### config.mk
export PLATFORM = sky130hd
export DESIGN_NAME = rda_arbiter_flat
export DESIGN_NICKNAME = d
export VERILOG_FILES = /design/src/verilog/rda_pkg.sv /design/src/verilog/rda_if.sv /design/src/verilog/rda_arbiter.sv /design/src/flat_wrapper.sv
export SDC_FILE = /design/constraint.sdc
export NUM_CORES = 1
export LEC_CHECK = 0
export BUFFER_PORTS_ARGS = -buffer_cell sky130_fd_sc_hd__buf_4
export CORE_ASPECT_RATIO = 1.25
export CORE_MARGIN = 2
export CORE_UTILIZATION = 35
export DETAILED_ROUTE_END_ITERATION = 16
export SYNTH_ARGS = -nofsm -noshare
export SYNTH_HDL_FRONTEND = slang
export SYNTH_SLANG_ARGS = --single-unit
### constraint.sdc
create_clock -name i_clk_sys -period 1.85 [get_ports i_clk_sys]
set_clock_uncertainty 0.2 [all_clocks]
set_input_delay 0 -clock i_clk_sys [delete_from_list [all_inputs] [get_ports i_clk_sys]]
set_output_delay 0 -clock i_clk_sys [all_outputs]
set_load 0.05 [all_outputs]
### src/verilog/rda_pkg.sv
package rda_pkg;

  // ---------------------------------------------------------------
  // clock and timing
  // ---------------------------------------------------------------
  localparam int CLK_KHZ             = 20000;
  localparam int REFRESH_PERIOD_NS   = 15000;
  localparam int TICK_CYCLES         = (REFRESH_PERIOD_NS * CLK_KHZ) / 1000000;
  localparam int REFRESH_READ_NS     = 200;
  localparam int REFRESH_READ_CYCLES = (REFRESH_READ_NS * CLK_KHZ + 999999) / 1000000;
  localparam int DMA_XFER_CYCLES     = 4;

  // full sweep of rows, must finish inside the retention window
  localparam int ROWS_SHORT          = 128;
  localparam int ROWS_LONG           = 256;
  localparam int RETAIN_SHORT_NS     = 2000000;
  localparam int RETAIN_LONG_NS      = 4000000;

  // ---------------------------------------------------------------
  // address layout
  // ---------------------------------------------------------------
  localparam int ROW_W               = 8;
  localparam int SYS_ADDR_W          = 24;
  localparam int DMA_ADDR_W          = 16;
  localparam int PAGE_W              = 8;
  localparam logic [ROW_W-1:0] ROW_RESET   = 8'h00;
  localparam logic [ROW_W-1:0] ROW_LAST    = 8'hff;
  localparam logic [PAGE_W-1:0] PAGE_RESET = 8'h00;

  // ---------------------------------------------------------------
  // state types
  // ---------------------------------------------------------------
  typedef enum logic [2:0] {
    RDA_IDLE,
    RDA_HOLD_WAIT,
    RDA_REFRESH,
    RDA_DMA,
    RDA_RELEASE
  } rda_arb_state_e;

  typedef enum logic [2:0] {
    RDA_P_IDLE,
    RDA_P_REQ,
    RDA_P_STROBE,
    RDA_P_XFER,
    RDA_P_DONE
  } rda_dma_state_e;

endpackage

### src/verilog/rda_if.sv
`timescale 1ns/100ps
interface rda_if;
  import rda_pkg::*;

  logic                  refresh_tick;            // timer tick, one cycle
  logic                  cpu_hold_req;            // arbiter asks cpu for bus
  logic                  cpu_hold_ack;            // cpu has let go of bus
  logic                  refresh_cycle;           // refresh access active
  logic                  sys_mem_read_n;          // forced memory read
  logic [ROW_W-1:0]      row_addr_out;            // row value toward low address lines
  logic                  row_addr_oe_n;           // low while row is driven
  logic                  dma_hold_req;            // dma controller wants bus
  logic                  dma_hold_grant;          // arbiter grants dma
  logic                  dma_word;                // word controller in use
  logic [7:0]            dma_addr_lo;             // low byte on address pins
  logic [7:0]            dma_data_hi;             // high byte on data pins
  logic                  upper_addr_latch_strobe; // captures high byte
  logic                  page_wr;                 // page register write
  logic [PAGE_W-1:0]     page_data;               // page number

  // resolved low address lines, pulled low while the row driver is off
  wire  [ROW_W-1:0]      sys_addr_lo;
  assign sys_addr_lo = row_addr_oe_n ? 8'h00 : row_addr_out;

  modport dev (
    input  refresh_tick, cpu_hold_ack, dma_hold_req, dma_word, dma_addr_lo,
           dma_data_hi, upper_addr_latch_strobe, page_wr, page_data,
    output cpu_hold_req, refresh_cycle, sys_mem_read_n, row_addr_out,
           row_addr_oe_n, dma_hold_grant
  );

  modport partner (
    output refresh_tick, cpu_hold_ack, dma_hold_req, dma_word, dma_addr_lo,
           dma_data_hi, upper_addr_latch_strobe, page_wr, page_data,
    input  cpu_hold_req, refresh_cycle, sys_mem_read_n, row_addr_out,
           row_addr_oe_n, dma_hold_grant
  );

endinterface

### src/verilog/rda_arbiter.sv
`timescale 1ns/100ps
module rda_arbiter
  import rda_pkg::*;
(
  input  wire logic                         i_clk_sys,       // system clock
  input  wire logic                         i_reset_n,       // async reset, active low
  rda_if.dev                                bus,             // link to partner end
  output logic [rda_pkg::SYS_ADDR_W-1:0]    o_dma_sys_addr,  // full dma address
  output logic                              o_dma_addr_valid, // dma address is good
  output logic [rda_pkg::ROW_W-1:0]         o_next_row,      // next row to refresh
  output logic                              o_refresh_pending, // tick waiting
  output logic                              o_refresh_busy   // refresh access active
);
  import rda_pkg::*;

  // sweep time must fit both retention windows
  localparam int SWEEP_SHORT_NS = ROWS_SHORT * REFRESH_PERIOD_NS;
  localparam int SWEEP_LONG_NS  = ROWS_LONG * REFRESH_PERIOD_NS;
  localparam logic FITS_WINDOW  = (SWEEP_SHORT_NS <= RETAIN_SHORT_NS) &&
                                  (SWEEP_LONG_NS <= RETAIN_LONG_NS);
  localparam int RD_CNT_W       = 4;
  localparam logic [RD_CNT_W-1:0] RD_LAST = RD_CNT_W'(REFRESH_READ_CYCLES - 1);

  // ---------------------------------------------------------------
  // arbitration state
  // ---------------------------------------------------------------
  rda_arb_state_e        state_ff;
  rda_arb_state_e        nxt_state;
  logic                  hold_ff;
  logic                  nxt_hold;
  logic                  for_refresh_ff;
  logic                  nxt_for_refresh;
  logic                  pending_ff;
  logic                  nxt_pending;
  logic                  grant_ff;
  logic                  nxt_grant;
  logic [RD_CNT_W-1:0]   rd_cnt_ff;
  logic [RD_CNT_W-1:0]   nxt_rd_cnt;
  logic [ROW_W-1:0]      row_ff;
  logic [ROW_W-1:0]      nxt_row;
  logic                  row_done;
  logic                  want_refresh;

  assign want_refresh = pending_ff | bus.refresh_tick;
  assign row_done     = (state_ff == RDA_REFRESH) && (rd_cnt_ff == RD_LAST);

  always_comb begin
    nxt_state       = state_ff;
    nxt_hold        = hold_ff;
    nxt_for_refresh = for_refresh_ff;
    nxt_grant       = grant_ff;
    nxt_rd_cnt      = rd_cnt_ff;
    nxt_row         = row_ff;
    // a tick landing on the clearing cycle stays pending
    nxt_pending     = bus.refresh_tick | (pending_ff & ~row_done);
    case (state_ff)
      RDA_IDLE: begin
        if (want_refresh && FITS_WINDOW) begin
          nxt_hold        = 1'b1;
          nxt_for_refresh = 1'b1;
          nxt_state       = RDA_HOLD_WAIT;
        end else if (bus.dma_hold_req) begin
          nxt_hold        = 1'b1;
          nxt_for_refresh = 1'b0;
          nxt_state       = RDA_HOLD_WAIT;
        end
      end
      RDA_HOLD_WAIT: begin
        if (bus.cpu_hold_ack) begin
          if (for_refresh_ff || want_refresh) begin
            nxt_for_refresh = 1'b1;
            nxt_rd_cnt      = '0;
            nxt_state       = RDA_REFRESH;
          end else if (bus.dma_hold_req) begin
            nxt_grant = 1'b1;
            nxt_state = RDA_DMA;
          end else begin
            nxt_hold  = 1'b0;
            nxt_state = RDA_RELEASE;
          end
        end
      end
      RDA_REFRESH: begin
        nxt_rd_cnt = rd_cnt_ff + 1'b1;
        if (row_done) begin
          nxt_row   = row_ff + 1'b1;
          nxt_hold  = 1'b0;
          nxt_state = RDA_RELEASE;
        end
      end
      RDA_DMA: begin
        if (!bus.dma_hold_req) begin
          nxt_grant = 1'b0;
          if (want_refresh) begin
            nxt_for_refresh = 1'b1;
            nxt_rd_cnt      = '0;
            nxt_state       = RDA_REFRESH;
          end else begin
            nxt_hold  = 1'b0;
            nxt_state = RDA_RELEASE;
          end
        end
      end
      RDA_RELEASE: begin
        if (!bus.cpu_hold_ack) begin
          nxt_state = RDA_IDLE;
        end
      end
      default: begin
        nxt_state = RDA_IDLE;
        nxt_hold  = 1'b0;
        nxt_grant = 1'b0;
      end
    endcase
  end

  always_ff @(posedge i_clk_sys or negedge i_reset_n) begin
    if (!i_reset_n) begin
      state_ff       <= RDA_IDLE;
      hold_ff        <= 1'b0;
      for_refresh_ff <= 1'b0;
      pending_ff     <= 1'b0;
      grant_ff       <= 1'b0;
      rd_cnt_ff      <= '0;
      row_ff         <= ROW_RESET;
    end else begin
      state_ff       <= nxt_state;
      hold_ff        <= nxt_hold;
      for_refresh_ff <= nxt_for_refresh;
      pending_ff     <= nxt_pending;
      grant_ff       <= nxt_grant;
      rd_cnt_ff      <= nxt_rd_cnt;
      row_ff         <= nxt_row;
    end
  end

  // ---------------------------------------------------------------
  // refresh access, cpu hold and dma grant outputs
  // ---------------------------------------------------------------
  logic refreshing;
  assign refreshing          = (state_ff == RDA_REFRESH);
  assign bus.cpu_hold_req    = hold_ff;
  assign bus.refresh_cycle   = refreshing;
  assign bus.row_addr_out    = row_ff;
  assign bus.row_addr_oe_n   = ~refreshing;
  assign bus.sys_mem_read_n  = ~refreshing;
  assign bus.dma_hold_grant  = grant_ff;
  assign o_next_row          = row_ff;
  assign o_refresh_pending   = pending_ff;
  assign o_refresh_busy      = refreshing;

  // ---------------------------------------------------------------
  // dma address path
  // ---------------------------------------------------------------
  logic [7:0]             hi_ff;
  logic [7:0]             nxt_hi;
  logic                   hi_seen_ff;
  logic                   nxt_hi_seen;
  logic [PAGE_W-1:0]      page_ff;
  logic [PAGE_W-1:0]      nxt_page;
  logic [SYS_ADDR_W-1:0]  addr_ff;
  logic [SYS_ADDR_W-1:0]  nxt_addr;
  logic                   valid_ff;
  logic                   nxt_valid;
  logic [DMA_ADDR_W-1:0]  ctrl_addr;

  always_comb begin
    nxt_hi      = hi_ff;
    nxt_hi_seen = hi_seen_ff & grant_ff;
    nxt_page    = page_ff;
    nxt_addr    = addr_ff;
    nxt_valid   = 1'b0;
    if (bus.page_wr) begin
      nxt_page = bus.page_data;
    end
    if (bus.upper_addr_latch_strobe) begin
      nxt_hi      = bus.dma_data_hi;
      nxt_hi_seen = 1'b1;
    end
    ctrl_addr = {nxt_hi, bus.dma_addr_lo};
    if (bus.dma_word) begin
      // word controller: lines 1..16, page on 17..23
      nxt_addr = {page_ff[PAGE_W-1:1], ctrl_addr, 1'b0};
    end else begin
      // byte controller: lines 0..15, page on 16..23
      nxt_addr = {page_ff, ctrl_addr};
    end
    nxt_valid = grant_ff & nxt_hi_seen;
  end

  always_ff @(posedge i_clk_sys or negedge i_reset_n) begin
    if (!i_reset_n) begin
      hi_ff      <= 8'h00;
      hi_seen_ff <= 1'b0;
      page_ff    <= PAGE_RESET;
      addr_ff    <= '0;
      valid_ff   <= 1'b0;
    end else begin
      hi_ff      <= nxt_hi;
      hi_seen_ff <= nxt_hi_seen;
      page_ff    <= nxt_page;
      addr_ff    <= nxt_addr;
      valid_ff   <= nxt_valid;
    end
  end

  assign o_dma_sys_addr   = addr_ff;
  assign o_dma_addr_valid = valid_ff;

endmodule

### src/flat_wrapper.sv
// flat-port wrapper written by rule: the top's interface ports become plain ports
module rda_arbiter_flat import rda_pkg::*;
  (i_clk_sys, i_reset_n, o_dma_sys_addr, o_dma_addr_valid, o_next_row, o_refresh_pending, o_refresh_busy, bus_refresh_tick, bus_cpu_hold_ack, bus_dma_hold_req, bus_dma_word, bus_dma_addr_lo, bus_dma_data_hi, bus_upper_addr_latch_strobe, bus_page_wr, bus_page_data, bus_cpu_hold_req, bus_refresh_cycle, bus_sys_mem_read_n, bus_row_addr_out, bus_row_addr_oe_n, bus_dma_hold_grant);
  rda_if bus_i ();
  input  wire logic i_clk_sys;
  input  wire logic i_reset_n;
  output logic [rda_pkg::SYS_ADDR_W-1:0] o_dma_sys_addr;
  output logic o_dma_addr_valid;
  output logic [rda_pkg::ROW_W-1:0] o_next_row;
  output logic o_refresh_pending;
  output logic o_refresh_busy;
  input wire logic [$bits(bus_i.refresh_tick)-1:0] bus_refresh_tick;
  input wire logic [$bits(bus_i.cpu_hold_ack)-1:0] bus_cpu_hold_ack;
  input wire logic [$bits(bus_i.dma_hold_req)-1:0] bus_dma_hold_req;
  input wire logic [$bits(bus_i.dma_word)-1:0] bus_dma_word;
  input wire logic [$bits(bus_i.dma_addr_lo)-1:0] bus_dma_addr_lo;
  input wire logic [$bits(bus_i.dma_data_hi)-1:0] bus_dma_data_hi;
  input wire logic [$bits(bus_i.upper_addr_latch_strobe)-1:0] bus_upper_addr_latch_strobe;
  input wire logic [$bits(bus_i.page_wr)-1:0] bus_page_wr;
  input wire logic [$bits(bus_i.page_data)-1:0] bus_page_data;
  output wire logic [$bits(bus_i.cpu_hold_req)-1:0] bus_cpu_hold_req;
  output wire logic [$bits(bus_i.refresh_cycle)-1:0] bus_refresh_cycle;
  output wire logic [$bits(bus_i.sys_mem_read_n)-1:0] bus_sys_mem_read_n;
  output wire logic [$bits(bus_i.row_addr_out)-1:0] bus_row_addr_out;
  output wire logic [$bits(bus_i.row_addr_oe_n)-1:0] bus_row_addr_oe_n;
  output wire logic [$bits(bus_i.dma_hold_grant)-1:0] bus_dma_hold_grant;
  assign bus_i.refresh_tick = bus_refresh_tick;
  assign bus_i.cpu_hold_ack = bus_cpu_hold_ack;
  assign bus_i.dma_hold_req = bus_dma_hold_req;
  assign bus_i.dma_word = bus_dma_word;
  assign bus_i.dma_addr_lo = bus_dma_addr_lo;
  assign bus_i.dma_data_hi = bus_dma_data_hi;
  assign bus_i.upper_addr_latch_strobe = bus_upper_addr_latch_strobe;
  assign bus_i.page_wr = bus_page_wr;
  assign bus_i.page_data = bus_page_data;
  assign bus_cpu_hold_req = bus_i.cpu_hold_req;
  assign bus_refresh_cycle = bus_i.refresh_cycle;
  assign bus_sys_mem_read_n = bus_i.sys_mem_read_n;
  assign bus_row_addr_out = bus_i.row_addr_out;
  assign bus_row_addr_oe_n = bus_i.row_addr_oe_n;
  assign bus_dma_hold_grant = bus_i.dma_hold_grant;
  rda_arbiter u_core (.i_clk_sys(i_clk_sys), .i_reset_n(i_reset_n), .bus(bus_i), .o_dma_sys_addr(o_dma_sys_addr), .o_dma_addr_valid(o_dma_addr_valid), .o_next_row(o_next_row), .o_refresh_pending(o_refresh_pending), .o_refresh_busy(o_refresh_busy));
endmodule
==> out/results.txt, run 1 <==
Starting Density: 0.365
# port buffers: 79
Cell Pwr Density: 1240 nW/um^2
Row cnt: 34
Hold Fails Final Rpt: 0
DIE HEIGHT: 99.9 um
CP Launch Point: u_core.state_ff[1]
Die Area: 8060 um^2
Largest net degree at the start of global routing: 62
Post-synth EDFFs: 0
Core area: 7060 um^2
Startpoint Class: register
R2R cell count: 4
Htree depth: 3
Synth Warn #: 0
Max Cap Viol: 0
FF-to-FF End: u_core.state_ff[1]
Mapped Nets: 226
Vias in the first global route: 2034
Area growth, synth to finish: 55.8%
Share of layout cells above drive strength 1: 0.455
Post-Syn Area per Cell: 13.4 um^2
Cell Area, Synth: 2570 um^2
Final period utilization: 0.976
TritonCTS Buffers: 9
Asr flop ratio synth: 1.00
Status: finished, final reports clean
Worst hold-check path type: in -> async
Clock root buffer: clkbuf_8
Final core utilization: 0.568
RSZ-0062 raised after global routing: true
DRT Pass-1 Iters: 4
Post-DRT Antenna Nets: 0
Setup CP Type: reg -> reg
Min Tclk post-route: 1.81 ns
DRT Wirelength: 5.85 mm
Distinct cell type count after synthesis: 43
Boundary Pins: 80
Max VDD drop: 657 uV
# setup viols final: 0
Pins Over Slew Limit: 0
Initial drt markers: 77
Final GP Congestion: 0.879
Most common cell after layout, fill and taps aside: buf_4
Clock Pin Slew Worst Setup and Hold Paths: 0.08 ns
Global-route wire length before repair: 9.32 mm
Hold slack: 0.0806 ns
Flop-to-flop setup slack: 0.04 ns
ANT cells: 0
Via count: 1950
Sequential fraction of the synthesis area: 0.593
HPWL after DPL: 3.67 mm
Crit. End Element: register
Worst skew pair latency: 0.34 ns
Drt wl/cell: 13.9 um
Number of synthesized register bits: 61
FF-to-FF Start: u_core.state_ff[1]
DRC: 0
Ys flop type: dfrtp_1
Clock Sinks: 61
Nets: 359
Die Wd: 80.7 um
Worst Path Required: 1.87 ns
Critical Path Sink: u_core.state_ff[1]
Worst-margin pin slew: 0.780 ns
Largest fanout on the critical path: 7
Fmax: 554 MHz
Tot GR Track Use: 0.153
Setup bufs post-CTS: 0
CP Data Arrival Time: 1.82 ns
Most frequent cells in the layout: buf_4 (89), dfrtp_1 (60), dlygate4sd3_1 (50), mux2_2 (33), clkbuf_8 (9)
Leak: 1.90 nW
CTS tree: yes
Mean number of vias per cell: 4.64
Bufs on Longest Clock Path: 2
Grt total ovfl: 0
Slew HR: 0.480
Cell count after synthesis: 192
Initial antenna violation count: 0
==> where the power goes <==
part	internal, W	switching (W)	total (W)	leakage [nW]
sequential	0.00153	0.000142	0.00167	0.734
clock	0.000895	0.000530	0.00142	0.116
combinational	0.000801	0.00108	0.00188	1.05
total	0.00322	0.00175	0.00497	1.90
==> per-layer routing <==
layer  up-vias  track usage  wire length, um
met5         -            0                0
met4         0       0.0834              151
met3        13       0.0369              334
met2        62        0.270             3120
met1       945        0.168             2240
li1        930            -                -
==> cells in the mapped netlist, types with 2 or more instances <==
| master | n | area [um^2] |
|---|---|---|
| mux2_2 | 33 | 372 |
| inv_1 | 3 | 11.3 |
| nor2_1 | 8 | 30.0 |
| nand2b_1 | 2 | 12.5 |
| buf_4 | 10 | 75.1 |
| dfrtp_1 | 61 | 1530 |
| xnor2_1 | 3 | 26.3 |
| xor2_1 | 5 | 43.8 |
| o21ai_0 | 4 | 20.0 |
| a21oi_1 | 4 | 20.0 |
| nor3_1 | 2 | 10.0 |
| a21o_1 | 4 | 30.0 |
| o22a_1 | 2 | 17.5 |
| ha_1 | 2 | 25.0 |
| o31ai_1 | 2 | 15.0 |
| buf_2 | 3 | 15.0 |
| a211oi_1 | 2 | 15.0 |
| clkbuf_1 | 4 | 15.0 |
| nor2b_1 | 2 | 12.5 |
| nand2_1 | 6 | 22.5 |
| nand3_1 | 7 | 35.0 |
| mux2_1 | 2 | 22.5 |
==> cell families (layout without fill, tap and decap cells) <==
kind of cell,after synthesis,count (layout),synth area share
AO/OA/AOI/OAI,27,27,0.0763
buffers and inverters,21,159,0.0486
AND/OR/NAND/NOR,38,38,0.0923
multiplexers,35,35,0.153
adder cells (fa/ha/maj),2,2,0.00972
flip-flops,61,61,0.593
XOR/XNOR,8,8,0.0272
==> timing repair <==
action,CTS,global route
hold buffers,50,1
gates resized for setup,0,4
endpoints found under the hold margin,101,1
endpoints found under the setup margin,0,3
==> through the flow <==
step | setup TNS, ns | total power [W] | setup WS [ns] | instances | area [um^2]
finish | 0 | 0.00497 | 0.0436 | 420 | 4010
global route | -0.0178 | 0.00522 | -0.0178 | 420 | 4010
CTS | 0 | 0.00497 | 0.00714 | 420 | 3990
detailed placement | 0 | 0.00341 | 0.0215 | 354 | 3250
global placement | 0 | 0.00340 | 0.0637 | 354 | 3250
floorplan | 0 | 0.00289 | 0.00598 | 192 | 2570
==> registers in the layout, summed over array words and instances, names as in the netlist, 3 cells and up <==
signal and count:
u_core.hi_ff 8, u_core.o_dma_sys_addr 24, u_core.rd_cnt_ff 4, u_core.state_ff 3, u_core.bus.row_addr_out 8, u_core.page_ff 8
==> critical path: stages, from the launching register on <==
cell and delay (ns):
dfrtp_2 0.44, or3b_4 0.30, nor2_2 0.06, a311oi_4 0.35, mux2_4 0.34
==> final cells by class <==
cell class	instances	area [um^2]
fillers	609	3050
clock inverters	6	111
well taps	90	113
multi-input cells	110	943
flip-flops and latches	61	1530
clock buffers	10	128
repair buffers	139	1170
inverters	4	20.0
==> worst min-delay path by stage <==
| stage | cells past startpoint | slack [ns] | startpoint | end |
|---|---|---|---|---|
| floorplan | 0 | -0.50 | i_reset_n | u_core.bus.cpu_hold_req |
| global placement | 1 | -0.07 | i_reset_n | u_core.bus.row_addr_out[7] |
| detailed placement | 1 | -0.06 | i_reset_n | u_core.bus.row_addr_out[5] |
| CTS | 2 | 0.11 | i_reset_n | u_core.bus.row_addr_out[5] |
| global route | 2 | 0.16 | i_reset_n | u_core.bus.row_addr_out[7] |
| finish | 2 | 0.08 | i_reset_n | u_core.bus.row_addr_out[7] |
Note: power is estimated with default switching activity, not from simulation.
==> run 2: changes to the inputs <==
--- a/config.mk
+++ b/config.mk
@@ -10,6 +10,7 @@
 export CORE_MARGIN = 2
 export CORE_UTILIZATION = 35
 export DETAILED_ROUTE_END_ITERATION = 16
+export RECOVER_POWER = 50
 export SYNTH_ARGS = -nofsm -noshare
 export SYNTH_HDL_FRONTEND = slang
 export SYNTH_SLANG_ARGS = --single-unit
==> out/results.txt, run 2 (same netlist as run 1, synthesis figures left out) <==
Min Tclk post-route: 1.81 ns (-0.000110 ns)
FF-to-FF Start: u_core.state_ff[1]
Bufs on Longest Clock Path: 2 (unchanged)
Initial drt markers: 87 (+13%)
Placed Area: 3250 um^2 (unchanged)
# setup viols final: 0 (unchanged)
Grt total ovfl: 0 (unchanged)
FILL cells: 629 (+3.3%)
Reg area: 1530 um^2 (unchanged)
Global-route wire length before repair: 9.32 mm (unchanged)
Share of layout cells above drive strength 1: 0.370 (-0.0848)
Hold Fails Final Rpt: 0 (unchanged)
Slew HR: 0.441 (-0.0394)
Row cnt: 34 (unchanged)
Via count: 1938 (-0.62%)
ANT cells: 0 (unchanged)
Area growth, synth to finish: 51.8%
Worst hold-check path type: in -> async
Pins Over Slew Limit: 0 (unchanged)
DRT Pass-1 Iters: 4 (unchanged)
RSZ-0062 raised after global routing: true
Most frequent cells in the layout: buf_4 (61), dfrtp_1 (60), dlygate4sd3_1 (50), mux2_2 (32), clkbuf_1 (28)
Boundary Pins: 80 (unchanged)
Drt wl/cell: 13.8 um (-1.0%)
Design area: 3910 um^2 (-2.5%)
Fmax: 554 MHz (about the same)
Max FFs per register: 24 (unchanged)
Multi-input gate area: 943 um^2 (unchanged)
Worst skew pair latency: 0.33 ns (about the same)
CP Data Arrival Time: 1.82 ns (about the same)
Worst Path Required: 1.87 ns (about the same)
Mean number of vias per cell: 4.61 (-0.62%)
Tot Pwr: 0.00491 W (-1.3%)
Largest net degree at the start of global routing: 62 (unchanged)
Worst-margin pin slew: 0.839 ns (+0.0591 ns)
DRT Wirelength: 5.79 mm (-1.0%)
Die Wd: 80.7 um (unchanged)
FF-to-FF End: u_core.state_ff[1]
Clock root buffer: clkbuf_8
Core area: 7060 um^2 (unchanged)
Tot GR Track Use: 0.153 (unchanged)
Leak: 1.80 nW (-5.3%)
Nets: 359 (unchanged)
Starting Density: 0.365 (unchanged)
Setup bufs post-CTS: 0 (unchanged)
Startpoint Class: register
Post-DRT Antenna Nets: 0 (unchanged)
Cell Pwr Density: 1260 nW/um^2 (+1.3%)
Final GP Congestion: 0.879 (unchanged)
Clock Sinks: 61 (unchanged)
Most common cell after layout, fill and taps aside: buf_4
Clock Pin Slew Worst Setup and Hold Paths: 0.08 ns (about the same)
R2R cell count: 4 (unchanged)
Vias in the first global route: 2034 (unchanged)
Die Area: 8060 um^2 (unchanged)
TritonCTS Buffers: 9 (unchanged)
Largest fanout on the critical path: 7 (unchanged)
Crit. End Element: register
Setup CP Type: reg -> reg
HPWL after DPL: 3.67 mm (unchanged)
Status: finished, final reports clean
DRC: 0 (unchanged)
CTS tree: yes
Final period utilization: 0.976 (about the same)
Max VDD drop: 649 uV (-1.1%)
# port buffers: 79 (unchanged)
DIE HEIGHT: 99.9 um (unchanged)
Initial antenna violation count: 0 (unchanged)
Max Cap Viol: 0 (unchanged)
Htree depth: 3 (unchanged)
Flop-to-flop setup slack: 0.04 ns (about the same)
run 2: cell types whose count changed in the layout (fill, tap and decap cells not counted), sizes merged:
cell / delta
buf: -28
clkbuf: +28
run 2: final cells by class:
cell class / instances / area share
Clock inverter: 6 / 0.0285
Timing Repair Buffer: 139 / 0.273
Clock buffer: 10 / 0.0326
Inverter: 4 / 0.00512
Multi-Input combinational cell: 110 / 0.241
Sequential cell: 61 / 0.391
Tap cell: 90 / 0.0288
run 2: stage by stage:
step | TNS, ns | hold slack [ns] | worst slack [ns] | instances | util
floorplan | 0 | -0.496 | 0.00598 | 192 | -
global placement | 0 | -0.0653 | 0.0637 | 354 | 0.460
detailed placement | 0 | -0.0625 | 0.0215 | 354 | 0.460
CTS | 0 | 0.108 | 0.00714 | 420 | 0.565
global route | -0.0178 | 0.187 | -0.0178 | 420 | 0.554
finish | 0 | 0.125 | 0.0437 | 420 | 0.554
run 2: worst max-delay path by stage:
| stage | startpoint | to | slack [ns] |
|---|---|---|---|
| after global routing | u_core.state_ff[1] | u_core.state_ff[1] | -0.02 |
| after global placement | u_core.state_ff[1] | u_core.state_ff[1] | 0.06 |
| after detailed placement | u_core.state_ff[1] | u_core.state_ff[1] | 0.02 |
| after floorplan | u_core.o_refresh_pending | u_core.state_ff[1] | 0.006 |
| after CTS | u_core.state_ff[1] | u_core.state_ff[1] | 0.007 |
| final | u_core.state_ff[1] | u_core.state_ff[1] | 0.04 |
run 2: worst max-delay path, stage by stage (launching register included):
cell and delay (ns):
dfrtp_2 0.44, or3b_4 0.30, nor2_2 0.06, a311oi_4 0.35, mux2_4 0.34
run 2: repair_timing:
item                                   CTS  global route
gates resized for setup                  0             4
setup endpoints to repair                0             3
endpoints found under the hold margin  101             1
hold buffers                            50             1
run 2: metal layers:
layer  global-route usage  routed length, um  vias to the layer above
li1                     -                  -                      930
met1                0.168               2250                      935
met2                0.270               3080                       60
met3               0.0369                309                       13
met4               0.0834                151                        0
met5                    0                  0                        -
run 2: where the power goes:
group,internal [W],total [W],switching [W]
combinational,0.000745,0.00182,0.00108
sequential,0.00153,0.00167,0.000140
clock,0.000895,0.00142,0.000527
total,0.00317,0.00491,0.00174
